==> src/design/odr_pkg.sv <==
// odr_pkg: constants shared by the orientation detection block.
// assumes a 25 MHz system clock and 10-bit signed samples on 2g range.
`default_nettype none

package odr_pkg;

  // ******************************
  // register map
  // ******************************
  localparam logic [7:0] ADDR_STATUS = 8'h10;
  localparam logic [7:0] ADDR_CONFIG = 8'h11;
  localparam logic [7:0] ADDR_COUNT  = 8'h12;
  localparam logic [7:0] ADDR_ZCOMP  = 8'h13;

  localparam int ST_FLAG_BIT  = 7;
  localparam int ST_LO_BIT    = 6;
  localparam int ST_CODE_LSB  = 1;
  localparam int ST_BF_BIT    = 0;
  localparam int CFG_MODE_BIT = 7;
  localparam int CFG_EN_BIT   = 6;

  localparam logic [7:0] CFG_RESET   = 8'h00;
  localparam logic [7:0] COUNT_RESET = 8'h00;
  localparam logic [7:0] ZCOMP_VALUE = 8'h44;

  // ******************************
  // orientation codes and modes
  // ******************************
  localparam logic [1:0] CODE_PORTRAIT_UP   = 2'h0;
  localparam logic [1:0] CODE_PORTRAIT_DOWN = 2'h1;
  localparam logic [1:0] CODE_LAND_RIGHT    = 2'h2;
  localparam logic [1:0] CODE_LAND_LEFT     = 2'h3;

  typedef enum logic [1:0] {
    ODR_STANDBY, ODR_WAKE, ODR_SLEEP
  } odr_sysmode_e;

  typedef enum logic [1:0] {
    ODR_OS_NORMAL, ODR_OS_LOW_POWER_LOW_NOISE_MODE, ODR_OS_HIGH_RESOLUTION_MODE, ODR_OS_LOWPOWER
  } odr_osmode_e;

  // ******************************
  // timing and thresholds
  // ******************************
  localparam int CLK_HZ           = 25_000_000;
  localparam int STEP_BASE_NS     = 1_250_000;
  localparam int STEP_BASE_CYCLES = STEP_BASE_NS / (1_000_000_000 / CLK_HZ);
  localparam int ACCEL_W          = 10;
  localparam int ONE_G_COUNTS     = 256;
  localparam int HOLD_LIMIT       = ONE_G_COUNTS * 5 / 4;
  localparam int BF_Z_LIMIT       = 66;

endpackage

`default_nettype wire

==> src/design/odr_orient.sv <==
// odr_orient: orientation detection with its four registers.
// assumes the register port is driven by the serial interface logic on
// clk_in and the sample and mode inputs by the sensor core on clk_in.
`default_nettype none

module odr_orient
  import odr_pkg::*;
#(
  parameter int STEP_CYCLES = STEP_BASE_CYCLES
)(
  // clock and reset
  input  wire logic                      clk_in,
  input  wire logic                      sys_rst_in,
  // register port
  input  wire logic [7:0]                reg_addr_in,
  input  wire logic                      reg_wr_in,
  input  wire logic                      reg_rd_in,
  input  wire logic [7:0]                reg_wdata_in,
  output logic      [7:0]                reg_rdata_out,
  // sensor core
  input  wire logic signed [ACCEL_W-1:0] ax_in,
  input  wire logic signed [ACCEL_W-1:0] ay_in,
  input  wire logic signed [ACCEL_W-1:0] az_in,
  input  wire odr_pkg::odr_sysmode_e     sys_mode_in,
  input  wire odr_pkg::odr_osmode_e      os_mode_in,
  input  wire logic [2:0]                odr_code_in,
  // interrupt
  input  wire logic                      orient_int_enable_in,
  output logic                           orient_interrupt_source_out
);

  import odr_pkg::*;

  // ******************************
  // state
  // ******************************
  typedef struct packed {
    logic        orient_detect_enable;
    logic        debounce_mode;
    logic [7:0]  debounce_count;
    logic [1:0]  portrait_landscape_code;
    logic        back_front_flag;
    logic        z_tilt_lockout_flag;
    logic        orient_change_flag;
    logic        first_pending;
    logic [7:0]  dbc;
    logic [15:0] base_cnt;
    logic [7:0]  step_cnt;
    odr_sysmode_e prev_mode;
    logic [7:0]  rdata;
  } odr_state_s;

  localparam odr_state_s RESET_STATE = '{
    orient_detect_enable:    CFG_RESET[CFG_EN_BIT],
    debounce_mode:           CFG_RESET[CFG_MODE_BIT],
    debounce_count:          COUNT_RESET,
    portrait_landscape_code: CODE_PORTRAIT_UP,
    back_front_flag:         1'b0,
    z_tilt_lockout_flag:     1'b0,
    orient_change_flag:      1'b0,
    first_pending:           1'b1,
    dbc:                     8'h00,
    base_cnt:                16'h0000,
    step_cnt:                8'h00,
    prev_mode:               ODR_STANDBY,
    rdata:                   8'h00
  };

  localparam logic [15:0] BASE_LAST = 16'(STEP_CYCLES - 1);

  odr_state_s s;
  odr_state_s next_s;

  logic [1:0] cand_code;
  logic       cand_bf;
  logic       cand_lo;
  logic       over;
  logic       active;
  logic       run;
  logic       mode_change;
  logic       base_tick;
  logic       step;
  logic       differ;
  logic       set_evt;
  logic       rd_status;
  logic [7:0] mult;

  // ******************************
  // helpers
  // ******************************
  // time step in units of the 1.25 ms base step
  function automatic logic [7:0] step_mult(input logic [2:0] odr,
                                           input odr_osmode_e os);
    logic [7:0] m;
    m = (odr < 3'h5) ? 8'(8'h01 << odr) : 8'h10;
    case (os)
      ODR_OS_HIGH_RESOLUTION_MODE: begin
        m = (odr == 3'h0) ? 8'h01 : 8'h02;
      end
      ODR_OS_LOW_POWER_LOW_NOISE_MODE: begin
        if (odr >= 3'h5) m = 8'h40;
      end
      ODR_OS_LOWPOWER: begin
        if (odr == 3'h5) m = 8'h40;
        else if (odr > 3'h5) m = 8'h80;
      end
      default: begin
        m = m;
      end
    endcase
    return m;
  endfunction

  function automatic logic [7:0] read_mux(input logic [7:0] addr,
                                          input odr_state_s st);
    logic [7:0] d;
    d = 8'h00;
    if (addr == ADDR_STATUS) begin
      d[ST_FLAG_BIT] = st.orient_change_flag;
      d[ST_LO_BIT] = st.z_tilt_lockout_flag;
      d[ST_CODE_LSB +: 2] = st.portrait_landscape_code;
      d[ST_BF_BIT] = st.back_front_flag;
    end else if (addr == ADDR_CONFIG) begin
      d[CFG_MODE_BIT] = st.debounce_mode;
      d[CFG_EN_BIT] = st.orient_detect_enable;
    end else if (addr == ADDR_COUNT) begin
      d = st.debounce_count;
    end else if (addr == ADDR_ZCOMP) begin
      d = ZCOMP_VALUE;
    end
    return d;
  endfunction

  // ******************************
  // candidate orientation
  // ******************************
  odr_classify u_classify (
    .ax_in    (ax_in),
    .ay_in    (ay_in),
    .az_in    (az_in),
    .code_out (cand_code),
    .bf_out   (cand_bf),
    .lo_out   (cand_lo),
    .over_out (over)
  );

  // ******************************
  // next state
  // ******************************
  always_comb begin
    next_s = s;
    active = sys_mode_in != ODR_STANDBY;
    run = active && s.orient_detect_enable;
    mode_change = (s.prev_mode == ODR_WAKE && sys_mode_in == ODR_SLEEP)
      || (s.prev_mode == ODR_SLEEP && sys_mode_in == ODR_WAKE);
    mult = step_mult(odr_code_in, os_mode_in);
    base_tick = s.base_cnt == BASE_LAST;
    step = run && base_tick && (s.step_cnt >= mult - 8'h01);
    differ = {cand_code, cand_bf, cand_lo} != {s.portrait_landscape_code,
      s.back_front_flag, s.z_tilt_lockout_flag};
    rd_status = reg_rd_in && reg_addr_in == ADDR_STATUS;
    set_evt = 1'b0;
    next_s.prev_mode = sys_mode_in;

    // step timer only runs while detection is live
    if (!run || mode_change) begin
      next_s.base_cnt = 16'h0000;
      next_s.step_cnt = 8'h00;
    end else if (base_tick) begin
      next_s.base_cnt = 16'h0000;
      next_s.step_cnt = step ? 8'h00 : s.step_cnt + 8'h01;
    end else begin
      next_s.base_cnt = s.base_cnt + 16'h0001;
    end

    if (!active) begin
      next_s.first_pending = 1'b1;
    end

    // over 1.25g nothing moves; the debounce counter holds unless a wake/sleep change clears it
    if (mode_change) begin
      next_s.dbc = 8'h00;
    end else if (step && !over) begin
      if (s.first_pending || (differ && s.dbc >= s.debounce_count)) begin
        next_s.portrait_landscape_code = cand_code;
        next_s.back_front_flag = cand_bf;
        next_s.z_tilt_lockout_flag = cand_lo;
        next_s.first_pending = 1'b0;
        next_s.dbc = 8'h00;
        set_evt = s.first_pending || differ;
      end else if (differ) begin
        next_s.dbc = s.dbc + 8'h01;
      end else if (s.debounce_mode) begin
        next_s.dbc = 8'h00;
      end else if (s.dbc != 8'h00) begin
        next_s.dbc = s.dbc - 8'h01;
      end
    end

    // a detection in the read cycle is kept: set wins over clear
    if (rd_status) begin
      next_s.orient_change_flag = 1'b0;
    end
    if (set_evt) begin
      next_s.orient_change_flag = 1'b1;
    end

    if (reg_wr_in) begin
      if (reg_addr_in == ADDR_CONFIG) begin
        next_s.debounce_mode = reg_wdata_in[CFG_MODE_BIT];
        next_s.orient_detect_enable = reg_wdata_in[CFG_EN_BIT];
      end else if (reg_addr_in == ADDR_COUNT) begin
        next_s.debounce_count = reg_wdata_in;
      end
    end

    if (reg_rd_in) begin
      next_s.rdata = read_mux(reg_addr_in, s);
    end
  end

  always_ff @(posedge clk_in) begin
    if (sys_rst_in) begin
      s <= RESET_STATE;
    end else begin
      s <= next_s;
    end
  end

  // ******************************
  // outputs
  // ******************************
  assign reg_rdata_out = s.rdata;
  assign orient_interrupt_source_out =
    s.orient_change_flag && orient_int_enable_in;

  // ******************************
  // checks
  // ******************************
  chk_read_clears_flag: assert property (
    @(posedge clk_in) disable iff (sys_rst_in)
    rd_status && !set_evt |=> !s.orient_change_flag && 
      !orient_interrupt_source_out)
    else $error("status read did not clear change flag");

  chk_set_beats_clear: assert property (
    @(posedge clk_in) disable iff (sys_rst_in)
    set_evt |=> s.orient_change_flag)
    else $error("detected change was lost");

  chk_change_flags: assert property (
    @(posedge clk_in) disable iff (sys_rst_in)
    !$stable({s.portrait_landscape_code, s.back_front_flag,
      s.z_tilt_lockout_flag}) |-> s.orient_change_flag)
    else $error("orientation changed without change flag");

  chk_hold_over_limit: assert property (
    @(posedge clk_in) disable iff (sys_rst_in)
    over && !mode_change |=> $stable({s.portrait_landscape_code,
      s.back_front_flag,
      s.z_tilt_lockout_flag}) && $stable(s.dbc))
    else $error("orientation moved above 1.25g");

  chk_disabled_holds: assert property (
    @(posedge clk_in) disable iff (sys_rst_in)
    !s.orient_detect_enable |=> $stable(s.portrait_landscape_code)
      && !set_evt)
    else $error("orientation updated while disabled");

  chk_clear_mode: assert property (
    @(posedge clk_in) disable iff (sys_rst_in)
    step && !over && !differ && !s.first_pending && s.debounce_mode
      && !mode_change |=> s.dbc == 8'h00)
    else $error("clear mode did not clear debounce counter");

  chk_decrement_mode: assert property (
    @(posedge clk_in) disable iff (sys_rst_in)
    step && !over && !differ && !s.first_pending && !s.debounce_mode
      && !mode_change && s.dbc != 8'h00 |=> s.dbc == $past(s.dbc) - 8'h01)
    else $error("decrement mode did not step counter down");

  chk_wake_sleep_reset: assert property (
    @(posedge clk_in) disable iff (sys_rst_in)
    mode_change |=> s.dbc == 8'h00)
    else $error("wake/sleep change kept debounce count");

  chk_debounce_latency: assert property (
    @(posedge clk_in) disable iff (sys_rst_in)
    step && differ && !over && !s.first_pending && !mode_change
      && s.dbc < s.debounce_count |=> $stable(s.portrait_landscape_code)
      && $stable(s.back_front_flag) && $stable(s.z_tilt_lockout_flag))
    else $error("orientation changed before debounce count");

  chk_status_layout: assert property (
    @(posedge clk_in) disable iff (sys_rst_in)
    reg_rd_in && reg_addr_in == ADDR_STATUS |=>
      reg_rdata_out == {$past(s.orient_change_flag),
      $past(s.z_tilt_lockout_flag), 3'h0,
      $past(s.portrait_landscape_code), $past(s.back_front_flag)})
    else $error("status register read back wrong");

  chk_zcomp_fixed: assert property (
    @(posedge clk_in) disable iff (sys_rst_in)
    reg_rd_in && reg_addr_in == ADDR_ZCOMP |=> reg_rdata_out == 8'h44)
    else $error("compensation register not fixed");

  chk_reset_zero: assert property (
    @(posedge clk_in)
    sys_rst_in |=> s.orient_change_flag == 1'b0
      && s.portrait_landscape_code == 2'h0 && !s.back_front_flag
      && !s.z_tilt_lockout_flag && !s.orient_detect_enable
      && s.debounce_count == 8'h00 && reg_rdata_out == 8'h00)
    else $error("status not zero after reset");

  chk_irq_follows: assert property (
    @(posedge clk_in) disable iff (sys_rst_in)
    $rose(orient_interrupt_source_out) |->
      $past(set_evt) || $rose(orient_int_enable_in))
    else $error("interrupt source rose without a detection");

endmodule // odr_orient

`default_nettype wire

==> src/design/odr_classify.sv <==
// odr_classify: raw orientation candidate from one acceleration sample.
// assumes samples are held stable by the front end between updates.
`default_nettype none

module odr_classify
  import odr_pkg::*;
(
  // sample
  input  wire logic signed [ACCEL_W-1:0] ax_in,
  input  wire logic signed [ACCEL_W-1:0] ay_in,
  input  wire logic signed [ACCEL_W-1:0] az_in,
  // candidate
  output logic        [1:0]           code_out,
  output logic                        bf_out,
  output logic                        lo_out,
  output logic                        over_out
);

  logic [ACCEL_W-1:0] mx, my, mz;
  logic [2*ACCEL_W+2:0] tilt, flat;

  function automatic logic [ACCEL_W-1:0] mag(
      input logic signed [ACCEL_W-1:0] v);
    mag = v[ACCEL_W-1] ? ACCEL_W'(-v) : ACCEL_W'(v);
  endfunction

  always_comb begin
    mx = mag(ax_in);
    my = mag(ay_in);
    mz = mag(az_in);
    // lockout when tilt from flat is under 30 deg: 3*(x2+y2) < z2
    tilt = (2*ACCEL_W+3)'(3 * (mx * mx + my * my));
    flat = (2*ACCEL_W+3)'(mz * mz);
    lo_out = flat > tilt;
    bf_out = az_in < -(ACCEL_W)'(BF_Z_LIMIT);
    over_out = (mx > ACCEL_W'(HOLD_LIMIT)) || (my > ACCEL_W'(HOLD_LIMIT))
      || (mz > ACCEL_W'(HOLD_LIMIT));
    if (mx > my) begin
      code_out = ax_in[ACCEL_W-1] ? CODE_LAND_LEFT : CODE_LAND_RIGHT;
    end else begin
      code_out = ay_in[ACCEL_W-1] ? CODE_PORTRAIT_DOWN : CODE_PORTRAIT_UP;
    end
  end

endmodule // odr_classify

`default_nettype wire

==> config.mk <==
export PLATFORM = sky130hd
export DESIGN_NAME = odr_orient
export DESIGN_NICKNAME = d
export VERILOG_FILES = /design/src/design/odr_pkg.sv /design/src/design/odr_orient.sv /design/src/design/odr_classify.sv
export SDC_FILE = /design/constraint.sdc
export NUM_CORES = 1
export LEC_CHECK = 0
export BUFFER_PORTS_ARGS = -buffer_cell sky130_fd_sc_hd__buf_2
export CAP_MARGIN = 40
export CELL_PAD_IN_SITES_DETAIL_PLACEMENT = 1
export CELL_PAD_IN_SITES_GLOBAL_PLACEMENT = 2
export CORE_MARGIN = 3
export CORE_UTILIZATION = 36
export DETAILED_ROUTE_END_ITERATION = 10
export MAX_ROUTING_LAYER = met4
export PLACE_DENSITY_LB_ADDON = 0.1
export SYNTH_ARGS = -nofsm -noshare
export SYNTH_HDL_FRONTEND = slang
export SYNTH_HIERARCHICAL = 1
export SYNTH_SLANG_ARGS = --single-unit
==> constraint.sdc <==
create_clock -name clk_in -period 13.18 [get_ports clk_in]
set_input_delay 1.977 -clock clk_in [delete_from_list [all_inputs] [get_ports clk_in]]
set_output_delay 1.977 -clock clk_in [all_outputs]
set_load 0.02 [all_outputs]
# --- After elaboration in Yosys (flattened, before gate mapping) ---
# Cells that the tools add are included.
totals:
  regBits: 58
  inputBits: 58
  out_inout_bits: 9
  wordCells: 116
op_classes:
  n_addsub: 9
  n_mul: 4
  magnitude_cmp: 11
  eq_ne: 14
  n_shift: 1
  mux: 33
  bitwise_logic: 2
  reduce_logical: 29
op_table:
  columns: ["operator", "n"]
  rows:
  - ["2-to-1 mux 8 bit", 10]
  - ["multiplier 10 x 10 -> 20 bit", 3]
  - ["== test 8 x 5 -> 1 bit, second input constant", 4]
  - ["multiplier 2 x 32 -> 23 bit, first input constant", 1]
  - ["> comparator 10 x 9 -> 1 bit, second input constant", 3]
  - ["2-to-1 mux 10 bit", 3]
  - ["negation 10 bit", 3]
  - ["case mux 8 bit (3 select lines)", 1]
  - ["> comparator 20 x 23 -> 1 bit", 1]
  - ["adder 20 x 20 -> 21 bit", 1]
  - ["adder 16 x 1 -> 16 bit, second input constant", 1]
  - ["adder 8 x 1 -> 8 bit, second input constant", 2]
  - ["== test 16 x 15 -> 1 bit, second input constant", 1]
  - [">= comparator 8 bit", 2]
  - ["subtractor 8 x 1 -> 8 bit, second input constant", 2]
  - ["> comparator 10 bit", 1]
  - ["< comparator 10 x 8 -> 1 bit, second input constant", 1]
  - ["2-to-1 mux 1 bit", 10]
  - ["logical AND 1 bit", 9]
  - ["2-to-1 mux 9 bit", 1]
  - ["== test 2 bit, second input constant", 4]
  - ["2-to-1 mux 2 bit", 4]
  - ["nonzero test 8 bit", 1]
  - ["<< shifter 1 x 3 -> 8 bit, first input constant", 1]
  - ["19 further kinds", 33]

# --- Logic depth before layout (Yosys ltp) ---
depth:
  ltp_word: 13
  ltp_mapped: 51
  ltp_nobuf: 49

# --- Cells and area by module ---
# Netlist, hierarchy kept.
modules_own_cells:
  columns: ["mod", "instances", "cells_per_inst", "area_per_inst_um2", "seq_area_each_um2"]
  rows:
  - ["odr_classify", 1, 1243, 10532.6, 0.0]
  - ["odr_orient", 1, 420, 3437.0, 1161.1]

# --- Least setup slack after synthesis ---
# Ideal clock, no wire load.
synth_timing:
  kind: "input -> register"
  startpoint: "input port ax_in[2]"
  endpoint: "register s[36] in the netlist's numbering"
  setup_ns: 0.070
  t_arrival_ns: 12.375
  t_required_ns: 13.110
  slack_ns: 0.735
  stages: 43
  path_buffers: 1
  path_cell_list: "or3_1 o31ai_1 xor2_1 inv_1 nand2_1 inv_1 fa_1 fa_1 inv_1 fa_1 inv_1 fa_1 fa_1 fa_1 inv_1 fa_1 inv_1 ha_1 (+7 left out) o21ai_0 a21oi_1 o311a_1 o21ai_0 xnor2_1 ha_1 nand4_1 nor4_1 a221o_1 a311oi_1 o211a_1 xnor2_1 nand4_1 nor3_1 or4_1 buf_2 or4_1 a21oi_1"
synth_via:
  elab_chain_cells: 11
  word_cells_on_any_way: 20
  classes_between: "2 x add/sub; 2 x mul; 3 x order compare; 1 x eq/ne; 4 x mux; 8 x reduce/logical"
synth_lines:
  columns: ["item", "line", "text"]
  rows:
  - ["from (decl)", "odr_orient.sv:21", "input wire logic signed [ACCEL_W-1:0] ax_in,"]
  - ["negation 10 bit", "odr_classify.sv:24", "mag = v[ACCEL_W-1] ? ACCEL_W'(-v) : ACCEL_W'(v);"]
  - ["2-to-1 mux 10 bit *", "odr_classify.sv:24", null]
  - ["multiplier 10 x 10 -> 20 bit *", "odr_classify.sv:32", "tilt = (2*ACCEL_W+3)'(3 * (mx * mx + my * my));"]
  - ["adder 20 x 20 -> 21 bit *", "odr_classify.sv:32", null]
  - ["multiplier 2 x 32 -> 23 bit *", "odr_classify.sv:32", null]
  - ["> comparator 20 x 23 -> 1 bit *", "odr_classify.sv:34", "lo_out = flat > tilt;"]
  - ["via cand_lo", "odr_orient.sv:76", "logic cand_lo;"]
  - ["inequality test 4 bit *", "odr_orient.sv:159", "differ = {cand_code, cand_bf, cand_lo} != {s.portrait_landscape_code,"]
  - ["logical AND 1 bit", "odr_orient.sv:184", "if (s.first_pending || (differ && s.dbc >= s.debounce_count)) begin"]
  - ["logical OR 1 bit", "odr_orient.sv:184", null]
  - ["nonzero test 4 bit (no source line)", null, null]
  - ["AND reduction 2 bit (no source line)", null, null]
  - ["to (signal assigned)", "odr_orient.sv:226", "s <= next_s;"]
  - ["to (decl)", "odr_orient.sv:71", "odr_state_s s;"]
# The timed path passes the listed nets; every way through them passes the cells marked *.
# A chain may end at the register's enable or synchronous reset.

# --- Worst setup path after layout ---
layout_timing:
  startpoint: "input port ax_in[0]"
  endpoint: "register s[41] in the netlist's numbering"
# Same word-level chain as after synthesis.

==> flow_summary.yaml <==
cells_and_area:
  multi_input_area_mm2: 0.0117
  post-route-util: 0.410
  diodes: 0
  final_cell_mix: "inv_1 (292), ha_1 (209), fa_1 (176)"
  register_area_mm2: 0.00116
  final_nets: 2212
  n_fill_cell: 4603
  stdcell_count: 2284
  layout_commonest_cell: "inv_1"
  syn2layout_area_growth_pct: 11.2
  drive_gt1_frac: 0.102
sta:
  hold_viol: 0
  drv_slew: 0
  relSlewSlack: 0.432
  timing.final.crit_period_ps: 12650
  fin_crit_sh: 0.960
  timing.fmax_mhz: 79.1
  finClkSkew_ps: 7.73
  finalSetupViolCount: 0
  tightestPinTransition_ps: 845
die:
  die_h_um: 203
  start_util: 0.368
  die_w_um: 203
  die-area_mm2: 0.0412
  io-pin-count: 67
  num_rows: 71
  core_area_mm2: 0.0379
routing:
  dr_total_vias: 11600
  drc_errors: 0
  drtIter0Drc: 349
  via_per_inst: 5.07
  dr.pass1.iters: 4
  route.antenna.remaining_nets: 0
  wirelength_um: 37600
  post_drt_wl_per_cell_um: 16.4
critical_path:
  crit_end: "s[41]"
  start_kind: "input port"
  critical_path_peak_fanout: 17
  criticalPathCategory: "in -> reg"
  timing.rr.end: "s[41]"
  ff2ff_setup_slack_ps: 10570
  cp_slowest_cell: "fa_1"
  crit_top_cell: "fa_1"
  critical_path.max_stage_delay_ps: 550
  cp.arrival_ps: 12900
  r2r_cells: 8
  cp.required_ps: 13430
  endpoint_kind: "flop"
  timing.rr.start: "s[10]"
  startpoint: "ax_in[0]"
synthesis:
  synth_async_sr_flop_share: 0
  syn_area_mm2: 0.0140
  synth_enable_flop_cells: 0
  synth_flop_cell: "dfxtp_1"
  ys_warn_count: 6
  synth_seq_cells: 58
  avgSynthCellArea_um2: 8.40
  syn_inst: 1663
  ys_seq_area_frac: 0.0831
  synth_cell_types: 85
clock_tree:
  cts_tree: "built"
  clk_pin_slew_ps: 50
  cts.sinks: 58
  cts-root-buf: "clkbuf_16"
  clk_latency_ps: 330
  numCtsBuffers: 9
  htreeDepth: 3
  cts_buffer_depth: 2
grt:
  antenna_found_initial: 0
  grt_pass1_vias: 12500
  grt_use_total: 0.192
  overflow: 0
  grt_pass1_wl_um: 63300
  grt_max_degree: 28
place:
  dpl.cell_count: 2267
  hpwl_um: 33000
  place.gp.congestion: 0.854
  buffer_ports.inserted: 66
outcome:
  outcome: "finished, final reports clean"
run:
  cap_violations: 0
worst_hold_path:
  worstHoldPathType: "reg -> reg"
==> routing by layer <==
layer / vias up / part of all wire / global-route usage
met4: 0 / 0.011 / 0.0307
met5: - / 0 / -
met3: 17 / 0.017 / 0.0101
met2: 67 / 0.50 / 0.333
met1: 5796 / 0.47 / 0.254
li1: 5689 / - / -
==> timing repair <==
action,4_1_cts,5_1_grt
buffers inserted,0,1
hold buffers,0,0
gates resized for setup,0,21
setup endpoints to repair,0,14
endpoints found under the hold margin,0,0
==> metrics by stage <==
step	hold slack (ps)	TNS, ps	setup slack, ps	area (um^2)
floorplan	433	0	735	14000
global placement	451	0	203	15200
detailed placement	453	-64.4	-37.1	15200
CTS	463	0	258	15500
global route	486	-5.27	-5.27	15500
finish	463	0	532	15500
==> kinds of logic after synthesis <==
family | count (synthesis) | synth area share
AO/OA/AOI/OAI | 275 | 0.133
AND/OR/NAND/NOR | 483 | 0.169
multiplexers | 20 | 0.0147
flip-flops | 58 | 0.0831
XOR/XNOR | 105 | 0.0664
adder cells (fa/ha/maj) | 386 | 0.440
buffers and inverters | 333 | 0.0923
other | 3 | 0.000806
==> cell type report <==
cell class / count / area share
clock buffer: 11 / 0.0156
clock inverter: 5 / 0.00193
inverter: 294 / 0.0710
multi-input combinational: 1290 / 0.751
sequential: 58 / 0.0747
tap: 511 / 0.0411
timing repair buffer: 115 / 0.0449
==> how the worst min path moves through the flow <==
stage,startpoint,end,slack [ps],cells past startpoint
after floorplan,s[18],s[18],430,1
after global placement,reg_rdata_out[7],reg_rdata_out[7],450,2
after detailed placement,reg_rdata_out[7],reg_rdata_out[7],450,2
after CTS,reg_rdata_out[7],reg_rdata_out[7],460,2
after global routing,s[18],s[18],490,1
final,reg_rdata_out[7],reg_rdata_out[7],460,2
==> flip-flops by register name (all words and copies together) (netlist names) <==
signal and cells:
s 50, reg_rdata_out 8
==> worst max-delay path, delay by kind of cell <==
kind                       cells  cell delay [ps]
adders and majority gates     10             4420
xor gates and xnor gates       4              820
buffers and inverters          8              870
and+or+nand+nor                7             1530
AOI/OAI and AO/OA             14             3240
==> cell usage after synthesis (22+ instances only) <==
cell	count	share of area
xnor2_1	64	0.040
nor3_1	22	0.0079
nand2b_1	28	0.013
xor2_1	40	0.025
a21o_1	23	0.012
o21ai_0	54	0.019
clkbuf_1	28	0.0075
nand3_1	34	0.012
nand2_1	124	0.033
ha_1	210	0.19
inv_1	292	0.078
a21oi_1	78	0.028
dfxtp_1	58	0.083
nor2_1	163	0.044
fa_1	176	0.25
Power is not shown: default switching activity piles up to over one toggle a cycle in this logic, so the estimate is an artifact.
